File: config.mk
export PLATFORM = sky130hd
export DESIGN_NAME = hpa_ctrl
export DESIGN_NICKNAME = d
export VERILOG_FILES = /design/src/hpa_pkg.sv /design/src/hpa_sync.sv /design/src/hpa_bitcond.sv /design/src/hpa_ctrl.sv
export SDC_FILE = /design/constraint.sdc
export NUM_CORES = 1
export LEC_CHECK = 0
export BUFFER_PORTS_ARGS = -buffer_cell sky130_fd_sc_hd__buf_2
export CAP_MARGIN = 0
export CELL_PAD_IN_SITES_DETAIL_PLACEMENT = 0
export CELL_PAD_IN_SITES_GLOBAL_PLACEMENT = 1
export CORE_ASPECT_RATIO = 1.5
export CORE_MARGIN = 2
export CORE_UTILIZATION = 31
export CTS_CLUSTER_SIZE = 8
export DETAILED_ROUTE_END_ITERATION = 6
export GPL_TIMING_DRIVEN = 0
export PLACE_DENSITY = 0.62
export SLEW_MARGIN = 10
export SYNTH_ARGS = -nofsm -noshare
export SYNTH_HDL_FRONTEND = slang
export SYNTH_SLANG_ARGS = --single-unit
File: constraint.sdc
create_clock -name clk -period 2.4 [get_ports clk]
set_input_delay 0.6 -clock clk [delete_from_list [all_inputs] [get_ports clk]]
set_output_delay 0.6 -clock clk [all_outputs]
set_load 0.03 [all_outputs]
File: src/hpa_pkg.sv
package hpa_pkg;
	// seven-bit slave address
	localparam logic [6:0] HPA_SLAVE_ADDR   = 7'h60;
	// register numbers
	localparam logic [7:0] HPA_REG_CTRL     = 8'h01;
	localparam logic [7:0] HPA_REG_VOL      = 8'h02;
	localparam logic [7:0] HPA_REG_IMP      = 8'h03;
	localparam logic [7:0] HPA_REG_REV      = 8'h04;
	// field positions in amp_control
	localparam int         HPA_CTRL_EN_L    = 7;
	localparam int         HPA_CTRL_EN_R    = 6;
	localparam int         HPA_CTRL_MODE_HI = 5;
	localparam int         HPA_CTRL_MODE_LO = 4;
	localparam int         HPA_CTRL_THERM   = 1;
	localparam int         HPA_CTRL_PDOWN   = 0;
	// field positions in mute_and_volume
	localparam int         HPA_VOL_MUTE_L   = 7;
	localparam int         HPA_VOL_MUTE_R   = 6;
	// field positions in output_impedance
	localparam int         HPA_IMP_FLOAT_L  = 1;
	localparam int         HPA_IMP_FLOAT_R  = 0;
	// reset values
	localparam logic [7:0] HPA_CTRL_RST     = 8'h00;
	localparam logic [7:0] HPA_VOL_RST      = 8'hC0;
	localparam logic [7:0] HPA_IMP_RST      = 8'h00;
	// writable masks
	localparam logic [7:0] HPA_CTRL_WMASK   = 8'hF1;
	localparam logic [7:0] HPA_IMP_WMASK    = 8'h03;
	// output modes
	localparam logic [1:0] HPA_MODE_STEREO  = 2'h0;
	localparam logic [1:0] HPA_MODE_DMONO   = 2'h1;
	localparam logic [1:0] HPA_MODE_BTL     = 2'h2;
	// bits per byte on the wire
	localparam int         HPA_BYTE_BITS    = 8;
endpackage

File: src/hpa_sync.sv
`timescale 1ns/10ps
// two-flop synchroniser for one level from outside the clock domain
module hpa_sync (
	input  wire logic clk,
	input  wire logic rst_n,
	input  wire logic ce,
	input  wire logic async_in,
	output logic      sync_out
);
	logic meta_q;	// first stage, read only by second stage
	// idle bus level is high, so reset to one
	always_ff @(posedge clk or negedge rst_n) begin
		if (!rst_n) begin
			meta_q   <= 1'b1;
			sync_out <= 1'b1;
		end else if (ce) begin
			meta_q   <= async_in;
			sync_out <= meta_q;
		end
	end
endmodule

File: src/hpa_bitcond.sv
`timescale 1ns/10ps
// edge and start/stop detector on synchronised bus lines
module hpa_bitcond (
	input  wire logic clk,
	input  wire logic rst_n,
	input  wire logic ce,
	input  wire logic scl_s,
	input  wire logic sda_s,
	output logic      scl_rise,
	output logic      scl_fall,
	output logic      start_det,
	output logic      stop_det
);
	logic scl_prev_q;	// previous clock level
	logic sda_prev_q;	// previous data level
	// delay stage for edge finding
	always_ff @(posedge clk or negedge rst_n) begin
		if (!rst_n) begin
			scl_prev_q <= 1'b1;
			sda_prev_q <= 1'b1;
		end else if (ce) begin
			scl_prev_q <= scl_s;
			sda_prev_q <= sda_s;
		end
	end
	// edge and condition decode
	assign scl_rise  = ce & scl_s & ~scl_prev_q;
	assign scl_fall  = ce & ~scl_s & scl_prev_q;
	// data falling while clock high is start, rising is stop
	assign start_det = ce & scl_s & scl_prev_q & sda_prev_q & ~sda_s;
	assign stop_det  = ce & scl_s & scl_prev_q & ~sda_prev_q & sda_s;
endmodule

File: src/hpa_ctrl.sv
`timescale 1ns/10ps
module hpa_ctrl
	import hpa_pkg::*;
#(
	parameter logic [3:0] REVISION = 4'h1	// arbitrary silicon revision
) (
	input  wire logic       clk,
	input  wire logic       rst_n,
	input  wire logic       ce,
	input  wire logic       scl_in,
	input  wire logic       sda_in,
	output logic            sda_out,
	output logic            sda_oe,
	input  wire logic       thermal_event,
	input  wire logic [7:0] factory_test_bits,
	output logic            left_amp_enable,
	output logic            right_amp_enable,
	output logic [1:0]      output_mode,
	output logic            soft_powerdown,
	output logic            left_mute,
	output logic            right_mute,
	output logic [5:0]      volume,
	output logic            left_output_float,
	output logic            right_output_float
);
	// protocol phases
	typedef enum logic [2:0] {
		HPA_IDLE, HPA_ADDR, HPA_REGNUM, HPA_WDATA, HPA_RDATA
	} hpa_state_type;

	logic          scl_s;	// synchronised clock line
	logic          sda_s;	// synchronised data line
	logic          therm_s;	// synchronised thermal level
	logic          therm_prev_q;	// previous thermal level
	logic          scl_rise;	// sampling edge
	logic          scl_fall;	// drive edge
	logic          start_det;	// start or repeated start
	logic          stop_det;	// stop condition
	hpa_state_type state_q;	// protocol phase
	logic [7:0]    shift_q;	// receive shift register
	logic [3:0]    bitcnt_q;	// rises counted, ninth fall clears
	logic          rd_q;	// direction of the current frame
	logic [7:0]    ptr_q;	// register pointer
	logic [7:0]    tx_q;	// transmit shift register
	logic          ack_q;	// holding data low for ack
	logic          drv_q;	// driving a read data bit low
	logic          nak_q;	// master refused a read byte
	logic [7:0]    ctrl_q;	// amp_control
	logic [7:0]    vol_q;	// mute_and_volume
	logic [7:0]    imp_q;	// output_impedance
	logic          sda_oe_q;	// registered pin enable
	logic          addr_hit_q;	// address match of the last byte

	// crossing from pins and the thermal sensor
	hpa_sync u_sync_scl (
		.clk      (clk),
		.rst_n    (rst_n),
		.ce       (ce),
		.async_in (scl_in),
		.sync_out (scl_s)
	);
	hpa_sync u_sync_sda (
		.clk      (clk),
		.rst_n    (rst_n),
		.ce       (ce),
		.async_in (sda_in),
		.sync_out (sda_s)
	);
	hpa_sync u_sync_th (
		.clk      (clk),
		.rst_n    (rst_n),
		.ce       (ce),
		.async_in (thermal_event),
		.sync_out (therm_s)
	);
	hpa_bitcond u_cond (
		.clk       (clk),
		.rst_n     (rst_n),
		.ce        (ce),
		.scl_s     (scl_s),
		.sda_s     (sda_s),
		.scl_rise  (scl_rise),
		.scl_fall  (scl_fall),
		.start_det (start_det),
		.stop_det  (stop_det)
	);

	// read view of a register, reserved bits zero
	function automatic logic [7:0] hpa_read(
		input logic [7:0] idx,
		input logic [7:0] c,
		input logic [7:0] v,
		input logic [7:0] z,
		input logic [7:0] ft
	);
		logic [7:0] r;
		r = 8'h00;
		case (idx)
			HPA_REG_CTRL: r = c & HPA_CTRL_WMASK | (c & 8'h02);
			HPA_REG_VOL:  r = v;
			HPA_REG_IMP:  r = z & HPA_IMP_WMASK;
			HPA_REG_REV:  r = {2'b00, ft[5:4], REVISION};
			8'h05, 8'h06, 8'h07, 8'h08: r = ft;
			default:      r = 8'h00;
		endcase
		return r;
	endfunction

	// decoded bus events: eighth rise, ninth rise, ninth fall
	wire        byte_done  = scl_rise &
	                         (bitcnt_q == 4'(HPA_BYTE_BITS - 1));
	wire [7:0]  rx_byte    = {shift_q[6:0], sda_s};
	wire        addr_hit   = (rx_byte[7:1] == HPA_SLAVE_ADDR);
	wire        ack_slot   = (bitcnt_q == 4'(HPA_BYTE_BITS));
	// the ninth fall closes the acknowledge clock
	wire        ack_end    = scl_fall &
	                         (bitcnt_q == 4'(HPA_BYTE_BITS + 1));
	wire        rx_phase   = (state_q == HPA_ADDR) |
	                         (state_q == HPA_REGNUM) |
	                         (state_q == HPA_WDATA);
	wire        wr_strobe  = byte_done & (state_q == HPA_WDATA);
	wire [7:0]  rd_value   = hpa_read(ptr_q, ctrl_q, vol_q, imp_q,
	                                  factory_test_bits);
	wire        therm_rise = therm_s & ~therm_prev_q;
	// a byte is loaded for transmit at the fall ending an ack slot
	wire        tx_load    = ack_end & rd_q &
	                         ((state_q == HPA_ADDR) |
	                          (state_q == HPA_RDATA)) & ~nak_q;
	wire        read_ctrl  = tx_load & (ptr_q == HPA_REG_CTRL);
	// amp_control after a bus write, read-only bits kept
	wire        wr_ctrl    = wr_strobe & (ptr_q == HPA_REG_CTRL);
	wire [7:0]  ctrl_wr    = wr_ctrl ? ((rx_byte & HPA_CTRL_WMASK) |
	                         (ctrl_q & ~HPA_CTRL_WMASK)) : ctrl_q;

	// bit counter and receive shifting
	always_ff @(posedge clk or negedge rst_n) begin
		if (!rst_n) begin
			bitcnt_q <= 4'h0;
			shift_q  <= 8'h00;
		end else if (ce) begin
			if (start_det) begin
				bitcnt_q <= 4'h0;
			end else if (ack_end) begin
				bitcnt_q <= 4'h0;	// after ack, next byte
			end else if (scl_rise) begin
				shift_q  <= rx_byte;
				bitcnt_q <= bitcnt_q + 4'h1;
			end
		end
	end

	// protocol sequencer
	always_ff @(posedge clk or negedge rst_n) begin
		if (!rst_n) begin
			state_q <= HPA_IDLE;
			rd_q    <= 1'b0;
			nak_q   <= 1'b0;
		end else if (ce) begin
			if (start_det) begin
				state_q <= HPA_ADDR;	// also ends any write
				nak_q   <= 1'b0;
			end else if (stop_det) begin
				state_q <= HPA_IDLE;
			end else begin
				case (state_q)
					HPA_ADDR: begin
						if (byte_done) begin
							rd_q <= rx_byte[0];
							if (!addr_hit) begin
								state_q <= HPA_IDLE;
							end
						end else if (ack_end) begin
							state_q <= rd_q ? HPA_RDATA : HPA_REGNUM;
						end
					end
					HPA_REGNUM: begin
						if (ack_end) begin
							state_q <= HPA_WDATA;
						end
					end
					HPA_RDATA: begin
						// master ack sampled on ninth rise
						if (scl_rise & ack_slot & sda_s) begin
							nak_q <= 1'b1;
						end else if (nak_q & ack_end) begin
							state_q <= HPA_IDLE;
						end
					end
					HPA_WDATA: state_q <= HPA_WDATA;
					default:   state_q <= HPA_IDLE;
				endcase
			end
		end
	end

	// register pointer
	always_ff @(posedge clk or negedge rst_n) begin
		if (!rst_n) begin
			ptr_q <= 8'h00;
		end else if (ce) begin
			if (byte_done & (state_q == HPA_REGNUM)) begin
				ptr_q <= rx_byte;
			end else if (wr_strobe) begin
				ptr_q <= ptr_q + 8'h01;
			end else if (tx_load) begin
				// every loaded byte moves on, the first one too
				ptr_q <= ptr_q + 8'h01;
			end
		end
	end

	// data line drive: acks and read bits, only ever low
	always_ff @(posedge clk or negedge rst_n) begin
		if (!rst_n) begin
			ack_q <= 1'b0;
			drv_q <= 1'b0;
			tx_q  <= 8'h00;
		end else if (ce) begin
			if (start_det | stop_det) begin
				ack_q <= 1'b0;
				drv_q <= 1'b0;
			end else if (scl_fall) begin
				// change only on falling clock
				ack_q <= ack_slot & rx_phase &
				         ~((state_q == HPA_ADDR) & ~addr_hit_q);
				// ninth fall: ack ends, first read bit starts
				if (tx_load) begin
					tx_q  <= {rd_value[6:0], 1'b0};
					drv_q <= ~rd_value[7];
				end else if ((state_q == HPA_RDATA) &
				             (bitcnt_q < 4'(HPA_BYTE_BITS)) & ~nak_q) begin
					// bits six to zero on falls one to seven
					tx_q  <= {tx_q[6:0], 1'b0};
					drv_q <= ~tx_q[7];
				end else begin
					drv_q <= 1'b0;	// release for master ack
				end
			end
		end
	end

	// address match held from the eighth rise to the ack
	always_ff @(posedge clk or negedge rst_n) begin
		if (!rst_n) begin
			addr_hit_q <= 1'b0;
		end else if (ce & byte_done) begin
			addr_hit_q <= addr_hit;
		end
	end

	// thermal edge finder
	always_ff @(posedge clk or negedge rst_n) begin
		if (!rst_n) begin
			therm_prev_q <= 1'b1;	// as the synchroniser, no false edge
		end else if (ce) begin
			therm_prev_q <= therm_s;
		end
	end

	// amp_control register
	always_ff @(posedge clk or negedge rst_n) begin
		if (!rst_n) begin
			ctrl_q <= HPA_CTRL_RST;
		end else if (ce) begin
			// bus write lands first, the overrides follow
			ctrl_q <= ctrl_wr;
			// powerdown forces enables off, a written value counts
			if (ctrl_wr[HPA_CTRL_PDOWN]) begin
				ctrl_q[HPA_CTRL_EN_L] <= 1'b0;
				ctrl_q[HPA_CTRL_EN_R] <= 1'b0;
			end
			// read clears, a new event wins
			if (therm_rise) begin
				ctrl_q[HPA_CTRL_THERM] <= 1'b1;
			end else if (read_ctrl) begin
				ctrl_q[HPA_CTRL_THERM] <= 1'b0;
			end
		end
	end

	// mute_and_volume and output_impedance registers
	always_ff @(posedge clk or negedge rst_n) begin
		if (!rst_n) begin
			vol_q <= HPA_VOL_RST;
			imp_q <= HPA_IMP_RST;
		end else if (ce & wr_strobe) begin
			if (ptr_q == HPA_REG_VOL) begin
				vol_q <= rx_byte;
			end
			if (ptr_q == HPA_REG_IMP) begin
				imp_q <= rx_byte & HPA_IMP_WMASK;
			end
		end
	end

	// registered pin enable, active low while pulling
	always_ff @(posedge clk or negedge rst_n) begin
		if (!rst_n) begin
			sda_oe_q <= 1'b1;
		end else if (ce) begin
			sda_oe_q <= ~(ack_q | drv_q);
		end
	end

	// outputs
	assign sda_out            = 1'b0;
	assign sda_oe             = sda_oe_q;
	assign left_amp_enable    = ctrl_q[HPA_CTRL_EN_L];
	assign right_amp_enable   = ctrl_q[HPA_CTRL_EN_R];
	assign output_mode        = ctrl_q[HPA_CTRL_MODE_HI:HPA_CTRL_MODE_LO];
	assign soft_powerdown     = ctrl_q[HPA_CTRL_PDOWN];
	assign left_mute          = vol_q[HPA_VOL_MUTE_L];
	assign right_mute         = vol_q[HPA_VOL_MUTE_R];
	assign volume             = vol_q[5:0];
	assign left_output_float  = imp_q[HPA_IMP_FLOAT_L];
	assign right_output_float = imp_q[HPA_IMP_FLOAT_R];
endmodule

Yosys cells after proc, flatten, opt, wreduce, memory -nomap -nowiden
Index checks and enable logic that the tools add are counted.
- flip-flop bits (word level): 63
- latch bits: 0
- RAM bits: 0
- memory bits (read-only): 0
- bits of input ports: 14
- output and inout port bits: 17
- word-level logic and storage cells: 157
- memories kept: 0
- add/subtract/negate cells: 2
- multiply operators: 0
- div/mod/pow operators: 0
- magnitude comparators: 1
- eq/ne operators: 22
- shift operators: 0
- multiplexer cells: 33
- bitwise gates (word level): 51
- reductions and logical operators: 22
- operators with widths (operator ; count):
    $mux W8 ; 6
    $pmux W8 S5 ; 1
    $eq A8 B3 Y1 const B ; 4
    $and A1 B1 Y1 ; 29
    $mux W3 ; 9
    $eq A8 B2 Y1 const B ; 2
    $reduce_and A2 Y1 ; 8
    $not A1 Y1 ; 15
    $mux W1 ; 12
    $mux W4 ; 3
    $pmux W3 S4 ; 1
    $reduce_and A4 Y1 ; 3
    $ne A5 B5 Y1 const B ; 2
    $reduce_bool A2 Y1 ; 5
    $reduce_bool A3 Y1 ; 3
    $add A8 B1 Y8 const B ; 1
    $eq A4 B4 Y1 const B ; 2
    $eq A8 B1 Y1 const B ; 1
    $eq A8 B4 Y1 const B ; 1
    $ne A4 B4 Y1 const B ; 2
    $or A8 B2 Y8 ; 1
    $or A8 B4 Y8 ; 1
    $eq A7 B7 Y1 const B ; 1
    $eq A3 B2 Y1 const B ; 2
    12 further kinds ; 16

Longest topological paths before layout
Gate-level depths: netlist (run 1).
- depth in word-level cells: 10
- mapped depth: 9
- mapped depth without buffers: 7

Cells and area by module
A second synthesis (run 1) with hierarchy kept.
- cells, all modules: 323
- area, all modules: 3291.9 um2
- by module, submodules not included (module ; times used ; cells each ; area each (um2) ; seq. area each (um2)):
    hpa_ctrl ; 1 ; 299 ; 2944.1 ; 1306.3
    hpa_sync ; 3 ; 4 ; 75.1 ; 52.6
    hpa_bitcond ; 1 ; 12 ; 122.6 ; 52.6

Worst setup path after synthesis (run 1)
OpenSTA, ideal clock, no wires.
- path kind: in2reg
- from: in ce
- to: reg ptr_q[7]
- setup time: 0.121 ns
- arrival time: 1.969 ns
- required time: 2.279 ns
- setup slack: 0.310 ns
- stages on the path: 6
- path buffers: 2
- cells stage by stage: clkbuf_8 -> nand2_1 -> or4_1 -> buf_2 -> mux2_2 -> a22o_1
- word-level cells in the longest chain between the ends: 8
- elaborated cells between the ends (all ways): 15
- classes of those cells: 2 x mux; 11 x bitwise; 2 x reduce/logical
- ends and longest elaborated chain (what ; line ; RTL):
    from (decl) ; hpa_ctrl.sv:9 ; input wire logic ce,
    $and A1 B1 Y1 (2 in series) ; hpa_bitcond.sv:28 ; assign scl_fall = ce & ~scl_s & scl_prev_q;
    $and A1 B1 Y1 ; hpa_ctrl.sv:116 ; wire ack_end = scl_fall &
    $and A1 B1 Y1 (2 in series) ; hpa_ctrl.sv:126 ; wire tx_load = ack_end & rd_q &
    $and A1 B1 Y1 ; hpa_ctrl.sv:128 ; (state_q == HPA_RDATA)) & ~nak_q;
    $reduce_bool A3 Y1 (no line) ; n/a ;
    $reduce_and A2 Y1 (no line) ; n/a ;
    to (signal assigned) ; hpa_ctrl.sv:202 ; ptr_q <= rx_byte;
    to (signal assigned) ; hpa_ctrl.sv:204 ; ptr_q <= ptr_q + 8'h01;
    to (signal assigned) ; hpa_ctrl.sv:207 ; ptr_q <= ptr_q + 8'h01;
    to (decl) ; hpa_ctrl.sv:43 ; logic [7:0] ptr_q;
Several ways; a longest one is shown, not always the timed one.
A chain may end at the register's enable or synchronous reset.

Final worst setup path (run 1)
- from: reg u_cond.scl_prev_q
- to: reg drv_q
- word-level cells in the longest chain between the ends: 8
- elaborated cells between the ends (all ways): 16
- classes of those cells: 3 x mux; 11 x bitwise; 2 x reduce/logical
- ends and longest elaborated chain (what ; line ; RTL):
    from (decl) ; hpa_bitcond.sv:14 ; logic scl_prev_q;
    from (signal assigned) ; hpa_bitcond.sv:22 ; scl_prev_q <= scl_s;
    $and A1 B1 Y1 ; hpa_bitcond.sv:28 ;
    $and A1 B1 Y1 ; hpa_ctrl.sv:116 ;
    $and A1 B1 Y1 (2 in series) ; hpa_ctrl.sv:126 ;
    $and A1 B1 Y1 ; hpa_ctrl.sv:128 ;
    $mux W1 ; hpa_ctrl.sv:227 ; if (tx_load) begin
    $mux W1 ; hpa_ctrl.sv:222 ; end else if (scl_fall) begin
    $mux W1 ; hpa_ctrl.sv:219 ; if (start_det | stop_det) begin
    to (signal assigned) ; hpa_ctrl.sv:229 ; drv_q <= ~rd_value[7];
    to (signal assigned) ; hpa_ctrl.sv:234 ; drv_q <= ~tx_q[7];
    to (decl) ; hpa_ctrl.sv:46 ; logic drv_q;
Several ways; a longest one is shown, not always the timed one. The select of a mux whose other input is x is not followed.

==> reports/metrics.yaml, run 1 <==
synth_area_per_cell_um2: 10.24
layout_setup_ws_ns: 0.1703
setup_viol: 0
clockRootBuffer: "clkbuf_16"
grtUsageTotal: 0.1659
slew_violations: 0
ys_seq_area_frac: 0.4543
final_common_cell: "dfrtp_1"
r2r-end: "drv_q"
slew_headroom: 0.4791
p_per_area_mw_per_mm2: 761.7
cts_max_level: 3
slowest_stage: "or4b_2"
layout_min_cycle_time_ns: 2.230
cts_setup_buffers: 0
synth-edff-count: 0
max_stage_delay_ns: 0.65
place_hpwl_um: 6391
die_h_um: 131.1
syn_inst: 326
final_cell_mix: "dfrtp_1, nand2_1, buf_2"
holdWs_ns: 0.3521
io_pins: 31
yosysUniqueCellTypes: 60
tightest_slew_ns: 0.7814
n_antenna_cell: 0
r2r_cells: 7
hold_viol_final: 0
syn_nets: 347
port_buffers: 28
rows: 46
drc: 0
avgRoutedWirePerCell_um: 17.07
ys_ff_latch: 60
final_nets: 385
hold_class: "in2async"
postRouteAntennaNets: 0
numCtsBuffers: 9
p_leak_nw: 1.805
viasPerCell: 5.109
clock_latency_ns: 0.33
clockBufferDepth: 2
fin_util: 0.3773
crit_path_end_kind: "register"
gp_congestion: 0.8133
start_util: 0.3169
regToRegSetupSlack_ns: 0.17
crit_chain: "clkbuf_2 -> nand3b_1 -> or4b_2 -> buf_2 -> o21ai_0 -> o21ai_2 -> nand2_1"
finalPower_mw: 3.027
dr.first_iter.drc_count: 117
fin_crit_sh: 0.9290
globalRouteOverflowTotal: 0
cts_sinks: 60
worstPathRequired_ns: 2.67
rsz0062_at_grt: "yes"
cts.clk_slew.worst_paths_ns: 0.05
synth_top_flop_cell: "dfrtp_1"
via_count: 2621
arrival_ns: 2.50
cp-start-kind: "register"
peakVddDrop_v: 0.0004111
die_w_um: 88.73
routed_wirelength_um: 8756
first_pass_iters: 4
grt_pass1_wl_um: 14390
synth_area_mm2: 0.003338
r2r_start: "u_cond.scl_prev_q"
dieArea_mm2: 0.01163
finalClockSkew_ns: 0.004889
cts.hold.buffers_added: 0
area_delta_synth_final_pct: 19.04
path_class: "reg2reg"
status: "finished, final reports clean"
grt_start_max_net_pins: 61
drv_cap: 0
async_flop_share: 1.000
synth_warnings: 0
cts_tree: "yes"
fmax_ghz: 0.4485
fp.coreArea_mm2: 0.01053
dp_slack_ns: -0.1900
drive_gt1_frac: 0.2927
grt_pass1_vias: 2653
crit_fanout: 10
antenna_found_initial: 0
power breakdown:
group | internal [mW] | switching, mW | leakage, nW | total (mW)
combinational | 0.204 | 0.216 | 0.895 | 0.420
sequential | 1.16 | 0.180 | 0.769 | 1.34
clock | 0.831 | 0.440 | 0.141 | 1.27
per-layer routing:
layer	wire [um]	global-route usage	vias to the layer above
met3	279	0.03444	14
met5	0	0	-
met2	4390	0.2770	46
li1	-	-	1266
met1	3890	0.2052	1295
met4	196	0.07130	0
how the worst max path moves through the flow:
stage / start / end / slack [ns] / depth (start not counted)
after floorplan: ce / ptr_q[7] / 0.31 / 6
after global placement: ce / drv_q / -0.17 / 8
after detailed placement: ce / drv_q / -0.19 / 8
after CTS: u_cond.scl_prev_q / drv_q / 0.007 / 7
after global routing: bitcnt_q[0] / ptr_q[6] / -0.04 / 7
final: u_cond.scl_prev_q / drv_q / 0.17 / 7
logic make-up (layout without fill, tap and decap cells):
group                    count (synthesis)  after routing  share of synthesized area
multiplexers                            33             33                     0.1094
XOR/XNOR                                 4              4                    0.01050
other                                    1              1                   0.001123
flip-flops                              60             60                     0.4543
adder cells (fa/ha/maj)                  7              7                    0.02624
buffers and inverters                   35             78                    0.05997
AO/OA/AOI/OAI                           86             86                     0.1705
AND/OR/NAND/NOR                        100            100                     0.1679
flip-flops by register name, indices dropped and copies added, names as in the netlist, 2 cells and up:
register / count
state_q: 3
vol_q: 8
ptr_q: 8
ctrl_q: 6
imp_q: 2
tx_q: 7
bitcnt_q: 4
shift_q: 7
Yosys cell counts (all sizes together) (5+ instances only):
cell,count,area (um2)
dfrtp,48,1201
mux2i,5,50.05
dfstp,12,315.3
nor2,16,60.06
o22ai,7,43.79
nand2,33,123.9
ha,7,87.58
o21ai,17,85.08
a21oi,21,105.1
nand2b,9,56.30
clkbuf,16,102.6
buf,8,56.30
mux2,28,315.3
a22o,6,55.05
inv,11,41.29
nand3,11,72.57
area by class of cell:
type,count,area [um2]
timing repair buffer,28,142.6
sequential,60,1516
multi-input combinational,231,1648
inverter,11,41.29
clock inverter,2,35.03
tap,144,180.2
fill,1069,6559
clock buffer,14,254.0
buffer,23,156.4
worst max-delay path: cells and delay by family (launching register included):
family,cells,cell delay [ns]
simple gates,3,0.85
flops,1,0.55
buf+inv,2,0.44
compound gates,2,0.32
metrics by stage:
step	cell area [um2]	cells	TNS [ns]
3_5_place_dp	3661	498	-0.3891
2_1_floorplan	3338	326	0
5_1_grt	3974	513	-0.06907
6_report	3974	513	0
4_1_cts	3950	513	0
3_3_place_gp	3659	498	-0.2147
repair_timing:
item | in CTS | in global routing
cloned | 0 | 0
endpoints found under the setup margin | 6 | 9
resized for setup | 2 | 4
No activity file was read; power rests on OpenSTA's default activity.
==> run 2, diff against run 1 <==
- SYNTH_HIERARCHICAL: unset -> 1
==> run 2 against run 1 <==
Net effect:
- wire length grew 5.4%
- register-to-register slack worse by 0.13 ns
- via count is 3.8% higher
==> reports/metrics.yaml, run 2 <==
rsz0062_at_grt: "yes"  # unchanged
rows: 46  # unchanged
synth_top_area_frac: 0.3649  # was 0.3598
synth_area_mm2: 0.003292  # was 0.003338 mm2
cts_tree: "yes"  # unchanged
ys_ff_latch: 60  # unchanged
grt_pass1_wl_um: 14930  # was 14390 um
synth_area_per_cell_um2: 10.19  # was 10.24 um2
first_pass_iters: 4  # unchanged
p_per_area_mw_per_mm2: 720.0  # was 761.7 mW/mm2
io_pins: 31  # unchanged
cts_max_level: 3  # unchanged
yosysTopAreaCell: "dfrtp_1"  # unchanged
finalClockSkew_ns: 0.006464  # was 0.004889 ns
syn_nets: 344  # was 347
cts.clk_slew.worst_paths_ns: 0.05  # about the same
synthTopCellsByCount: "dfrtp_1, mux2_2, nand2_1"  # was dfrtp_1, nand2_1, mux2_2
placed_area_mm2: 0.003638  # was 0.003661 mm2
area_delta_synth_final_pct: 25.12  # was 19.04%
slew_headroom: 0.4781  # was 0.4791
fmax_ghz: 0.4240  # was 0.4485 GHz
grtUsageTotal: 0.1745  # was 0.1659
path_class: "reg2reg"  # unchanged
n_antenna_cell: 0  # unchanged
cts.hold.buffers_added: 0  # unchanged
crit_path_end_kind: "register"  # unchanged
final_common_cell: "dfrtp_1"  # unchanged
fin_crit_sh: 0.9827  # was 0.9290
hold_viol_final: 0  # unchanged
syn_inst: 323  # was 326
start_util: 0.3143  # was 0.3169
drc: 0  # unchanged
viasPerCell: 5.181  # was 5.109
crit_fanout: 6  # was 10
route.met2.wl_um: 4879  # was 4390 um
layout_min_cycle_time_ns: 2.359  # was 2.230 ns
p_leak_nw: 1.820  # was 1.805 nW
fin_tns_setup_ns: 0  # unchanged
drt-met1-wl_um: 3774  # was 3890 um
setup_viol: 0  # unchanged
synth_warnings: 6  # was 0
place_hpwl_um: 6508  # was 6391 um
arrival_ns: 2.58  # was 2.50 ns
dieArea_mm2: 0.01148  # was 0.01163 mm2
met3_wirelength_um: 269  # was 279 um
postRouteAntennaNets: 0  # unchanged
async_flop_share: 1.000  # unchanged
dr.first_iter.drc_count: 135  # was 117
port_buffers: 29  # was 28
die_h_um: 130.2  # was 131.1 um
synth_top_flop_cell: "dfrtp_1"  # unchanged
numCtsBuffers: 9  # unchanged
grt_pass1_vias: 2773  # was 2653
avgRoutedWirePerCell_um: 17.58  # was 17.07 um
clockBufferDepth: 2  # unchanged
clockRootBuffer: "clkbuf_16"  # unchanged
die_w_um: 88.14  # was 88.73 um
antenna_found_initial: 0  # unchanged
top_layer: "met4"  # unchanged
fp.coreArea_mm2: 0.01048  # was 0.01053 mm2
yosysUniqueCellTypes: 60  # unchanged
finalPower_mw: 2.966  # was 3.027 mW
gp_congestion: 0.8305  # was 0.8133
synth.most_common_cell: "dfrtp_1"  # unchanged
final_nets: 397  # was 385
final_cell_mix: "dfrtp_1, mux2_2, buf_2, nand2_1, buf_4"  # was dfrtp_1, nand2_1, buf_2
final_cell_area_mm2: 0.004119  # was 0.003974 mm2
cp-start-kind: "register"  # unchanged
peakVddDrop_v: 0.0003737  # was 0.0004111 V
globalRouteOverflowTotal: 0  # unchanged
tightest_slew_ns: 0.7829  # was 0.7814 ns
yosys-top-cells-area: "dfrtp_1, mux2_2, dfstp_2, nand2_1, a21oi_1"  # was dfrtp_1, dfstp_2, mux2_2, nand2_1, a21oi_1
grt_start_max_net_pins: 61  # unchanged
clock_latency_ns: 0.34  # was 0.33 ns
drv_cap: 0  # unchanged
routed_wirelength_um: 9229  # was 8756 um
synth-edff-count: 0  # unchanged
slew_violations: 0  # unchanged
drive_gt1_frac: 0.3570  # was 0.2927
reg_top3: "ptr_q (8), vol_q (8)"  # unchanged
ys_seq_area_frac: 0.4607  # was 0.4543
cts_sinks: 60  # unchanged
status: "finished, final reports clean"  # unchanged
worstPathRequired_ns: 2.62  # was 2.67 ns
hold_class: "in2async"  # unchanged
via_count: 2720  # was 2621
==> run 2: worst max-delay path: stages (launching register included) <==
cell and delay, ns:
dfrtp_1 0.41, or4_4 0.56, or3_4 0.39, nor4_4 0.50, mux2_2 0.39
==> run 2: power by group <==
| group | internal, mW | switching [mW] | total, mW |
|---|---|---|---|
| sequential | 1.14 | 0.151 | 1.29 |
| clock | 0.718 | 0.464 | 1.18 |
| combinational | 0.214 | 0.280 | 0.494 |
==> run 2: final timing paths <==
path | slack [ns] | startpoint | to | cells past startpoint
worst max register to register | 0.04 | ptr_q[4] | ctrl_q[5] | 4
worst min register to register | 0.42 | ack_q | sda_oe | 1
max in group asynchronous | 1.49 | rst_n | ptr_q[5] | 1
worst min-delay path | 0.36 | rst_n | tx_q[7] | 1
worst max-delay path | 0.04 | ptr_q[4] | ctrl_q[5] | 4
min in group clk | 0.42 | ack_q | sda_oe | 1
==> run 2: layout make-up <==
cell class	count	area, um2
Clock buffer	11	242.7
Buffer	18	101.3
Fill cell	1079	6356
Clock inverter	5	27.53
Multi-Input combinational cell	232	1742
Sequential cell	60	1518
Inverter	11	45.04
Tap cell	144	180.2
Timing Repair Buffer	44	262.8
==> run 2: timing repair <==
item / 4_1_cts / 5_1_grt
setup buffers: 4 / 10
setup endpoints to repair: 32 / 23
pin swaps: 3 / 3
cloned: 0 / 0
hold endpoints to repair: 0 / 0
gates resized for setup: 14 / 16
==> run 2: per-stage QoR <==
stage	setup slack, ns	hold WS [ns]	cells	util
2_1_floorplan	0.06851	0.3044	323	-
3_3_place_gp	-0.9974	0.4198	496	0.3458
3_5_place_dp	-1.021	0.4168	497	0.3473
4_1_cts	0.01651	0.3882	517	0.3806
5_1_grt	-0.02007	0.4251	525	0.3932
6_report	0.04149	0.3562	525	0.3932
==> run 2: logic make-up after synthesis <==
family,count (synthesis),share of synthesized area
other cells,1,0.001139
compound gates,83,0.1619
simple gates,104,0.1855
buf+inv,31,0.04181
fa+ha+maj,7,0.02660
mux,34,0.1144
flops,60,0.4607
xor+xnor,3,0.007983
==> run 2: metal layers <==
metal | global-route usage | vias to the layer above
met1 | 0.2081 | 1349
met5 | 0 | -
met4 | 0.08289 | 0
met3 | 0.04301 | 16
li1 | - | 1307
met2 | 0.2923 | 48
==> run 3, diff against run 2 <==
- CELL_PAD_IN_SITES_DETAIL_PLACEMENT: 0 -> 1
- CELL_PAD_IN_SITES_GLOBAL_PLACEMENT: 1 -> 2
- PLACE_DENSITY: 0.62 -> 0.71
==> run 3 against run 2 <==
Net effect:
- first-iteration DRC count is 5.2% lower
- core utilization up 0.85 points
- fmax down 1.1%
- critical path type unchanged
- largest power group is now clock
==> reports/metrics.yaml, run 3 (synthesis gave the netlist of run 2 again) <==
status: "finished, final reports clean"  # unchanged
die_h_um: 130.2  # unchanged
n_antenna_cell: 0  # unchanged
dr.first_iter.drc_count: 128  # was 135
antenna_found_initial: 0  # unchanged
finalClockSkew_ns: 0.003213  # was 0.006464 ns
setup_viol: 0  # unchanged
routed_wirelength_um: 9796  # was 9229 um
arrival_ns: 2.60  # was 2.58 ns
numCtsBuffers: 9  # unchanged
cts.hold.buffers_added: 0  # unchanged
hold_viol_final: 0  # unchanged
globalRouteOverflowTotal: 0  # unchanged
io_pins: 31  # unchanged
cts.clk_slew.worst_paths_ns: 0.06  # was 0.05 ns
cp-start-kind: "register"  # unchanged
fin_crit_sh: 0.9937  # was 0.9827
slowest_stage: "or4_4"  # unchanged
path_class: "reg2reg"  # unchanged
cts_sinks: 60  # unchanged
place_hpwl_um: 6944  # was 6508 um
clock_latency_ns: 0.33  # was 0.34 ns
viasPerCell: 5.314  # was 5.181
tightest_slew_ns: 0.8055  # was 0.7829 ns
layout_min_cycle_time_ns: 2.385  # was 2.359 ns
die_w_um: 88.14  # unchanged
avgRoutedWirePerCell_um: 18.73  # was 17.58 um
cts_max_level: 3  # unchanged
rsz0062_at_grt: "yes"  # unchanged
drv_cap: 0  # unchanged
slew_headroom: 0.4630  # was 0.4781
fillers: 1229  # was 1079
crit_path_end_kind: "register"  # unchanged
drive_gt1_frac: 0.3694  # was 0.3570
hold_class: "in2async"  # unchanged
drc: 0  # unchanged
grtUsageTotal: 0.1795  # was 0.1745
cts_tree: "yes"  # unchanged
final_common_cell: "dfrtp_1"  # unchanged
crit_chain: "or4_4 -> or3_4 -> nor3_4 -> and3_4 -> buf_8 -> mux2_2"  # was or4_4 -> or3_4 -> nor4_4 -> mux2_2
final_cell_mix: "dfrtp_1, buf_2, nand2_1"  # was dfrtp_1, mux2_2, buf_2, nand2_1, buf_4
worstPathRequired_ns: 2.62  # about the same
slew_violations: 0  # unchanged
crit_fanout: 8  # was 6
rows: 46  # unchanged
p_leak_nw: 1.845  # was 1.820 nW
holdWs_ns: 0.3363  # was 0.3562 ns
postRouteAntennaNets: 0  # unchanged
first_pass_iters: 6  # was 4
fmax_ghz: 0.4193  # was 0.4240 GHz
reg_top3: "ptr_q (8), vol_q (8)"  # unchanged
fin_tns_setup_ns: 0  # unchanged
p_per_area_mw_per_mm2: 792.5  # was 720.0 mW/mm2
grt_start_max_net_pins: 61  # unchanged
grt_pass1_vias: 2863  # was 2773
finalPower_mw: 3.335  # was 2.966 mW
fp.coreArea_mm2: 0.01048  # unchanged
dieArea_mm2: 0.01148  # unchanged
max_stage_delay_ns: 0.55  # was 0.56 ns
clockRootBuffer: "clkbuf_16"  # unchanged
peakVddDrop_v: 0.0004248  # was 0.0003737 V
via_count: 2779  # was 2720
gp_congestion: 0.8399  # was 0.8305
clockBufferDepth: 2  # unchanged
final_nets: 395  # was 397
start_util: 0.3143  # unchanged
area_delta_synth_final_pct: 27.82  # was 25.12%
port_buffers: 29  # unchanged
grt_pass1_wl_um: 15420  # was 14930 um
run 3: layout make-up:
| cell class | instances | area, um2 | area share |
|---|---|---|---|
| plain buffers | 18 | 106.4 | 0.02528 |
| clock buffers | 9 | 225.2 | 0.05352 |
| clock inverters | 7 | 123.9 | 0.02944 |
| inverters | 11 | 45.04 | 0.01070 |
| multi-input cells | 232 | 1760 | 0.4184 |
| flip-flops and latches | 60 | 1519 | 0.3610 |
| well taps | 144 | 180.2 | 0.04282 |
| repair buffers | 42 | 247.7 | 0.05888 |
run 3: where the power goes:
group | leakage, nW | switching (mW) | total, mW | internal [mW]
Clock | 0.166 | 0.508 | 1.53 | 1.02
Sequential | 0.758 | 0.161 | 1.30 | 1.14
Combinational | 0.920 | 0.285 | 0.504 | 0.220
Total | 1.84 | 0.954 | 3.33 | 2.38
run 3: worst max-delay path, delay by kind of cell, from the launching register on:
kind	cells	cell delay, ns
buf+inv	1	0.15
mux	1	0.34
simple gates	4	1.36
flops	1	0.41
run 3: routing by layer:
metal | wire, um | global-route usage
met1 | 4123 | 0.2198
met2 | 5270 | 0.3137
met3 | 231 | 0.03416
met4 | 170 | 0.06061
met5 | 0 | 0
run 3: worst paths after layout:
path	from	end	slack, ns	cells past startpoint
worst max-delay path	ptr_q[4]	vol_q[5]	0.02	6
worst min register to register	ack_q	sda_oe	0.41	1
min in group clk	ack_q	sda_oe	0.41	1
worst max register to register	ptr_q[4]	vol_q[5]	0.02	6
max in group asynchronous	rst_n	ptr_q[5]	1.46	1
worst min-delay path	rst_n	vol_q[3]	0.34	1
run 3: repair_timing:
action                     in CTS  in global routing
buffers inserted                5                  8
gates resized for setup        16                 25
pin swaps                       5                  4
setup endpoints to repair      31                 25
run 3: metrics by stage:
stage,cells,setup WS [ns],util,area (um2)
final,523,0.01511,0.4017,4208
after global routing,523,-0.07662,0.4017,4208
after CTS,517,0.006278,0.3889,4074
after detailed placement,496,-1.062,0.3460,3625
after global placement,496,-1.012,0.3458,3622
after floorplan,323,0.06851,-,3297
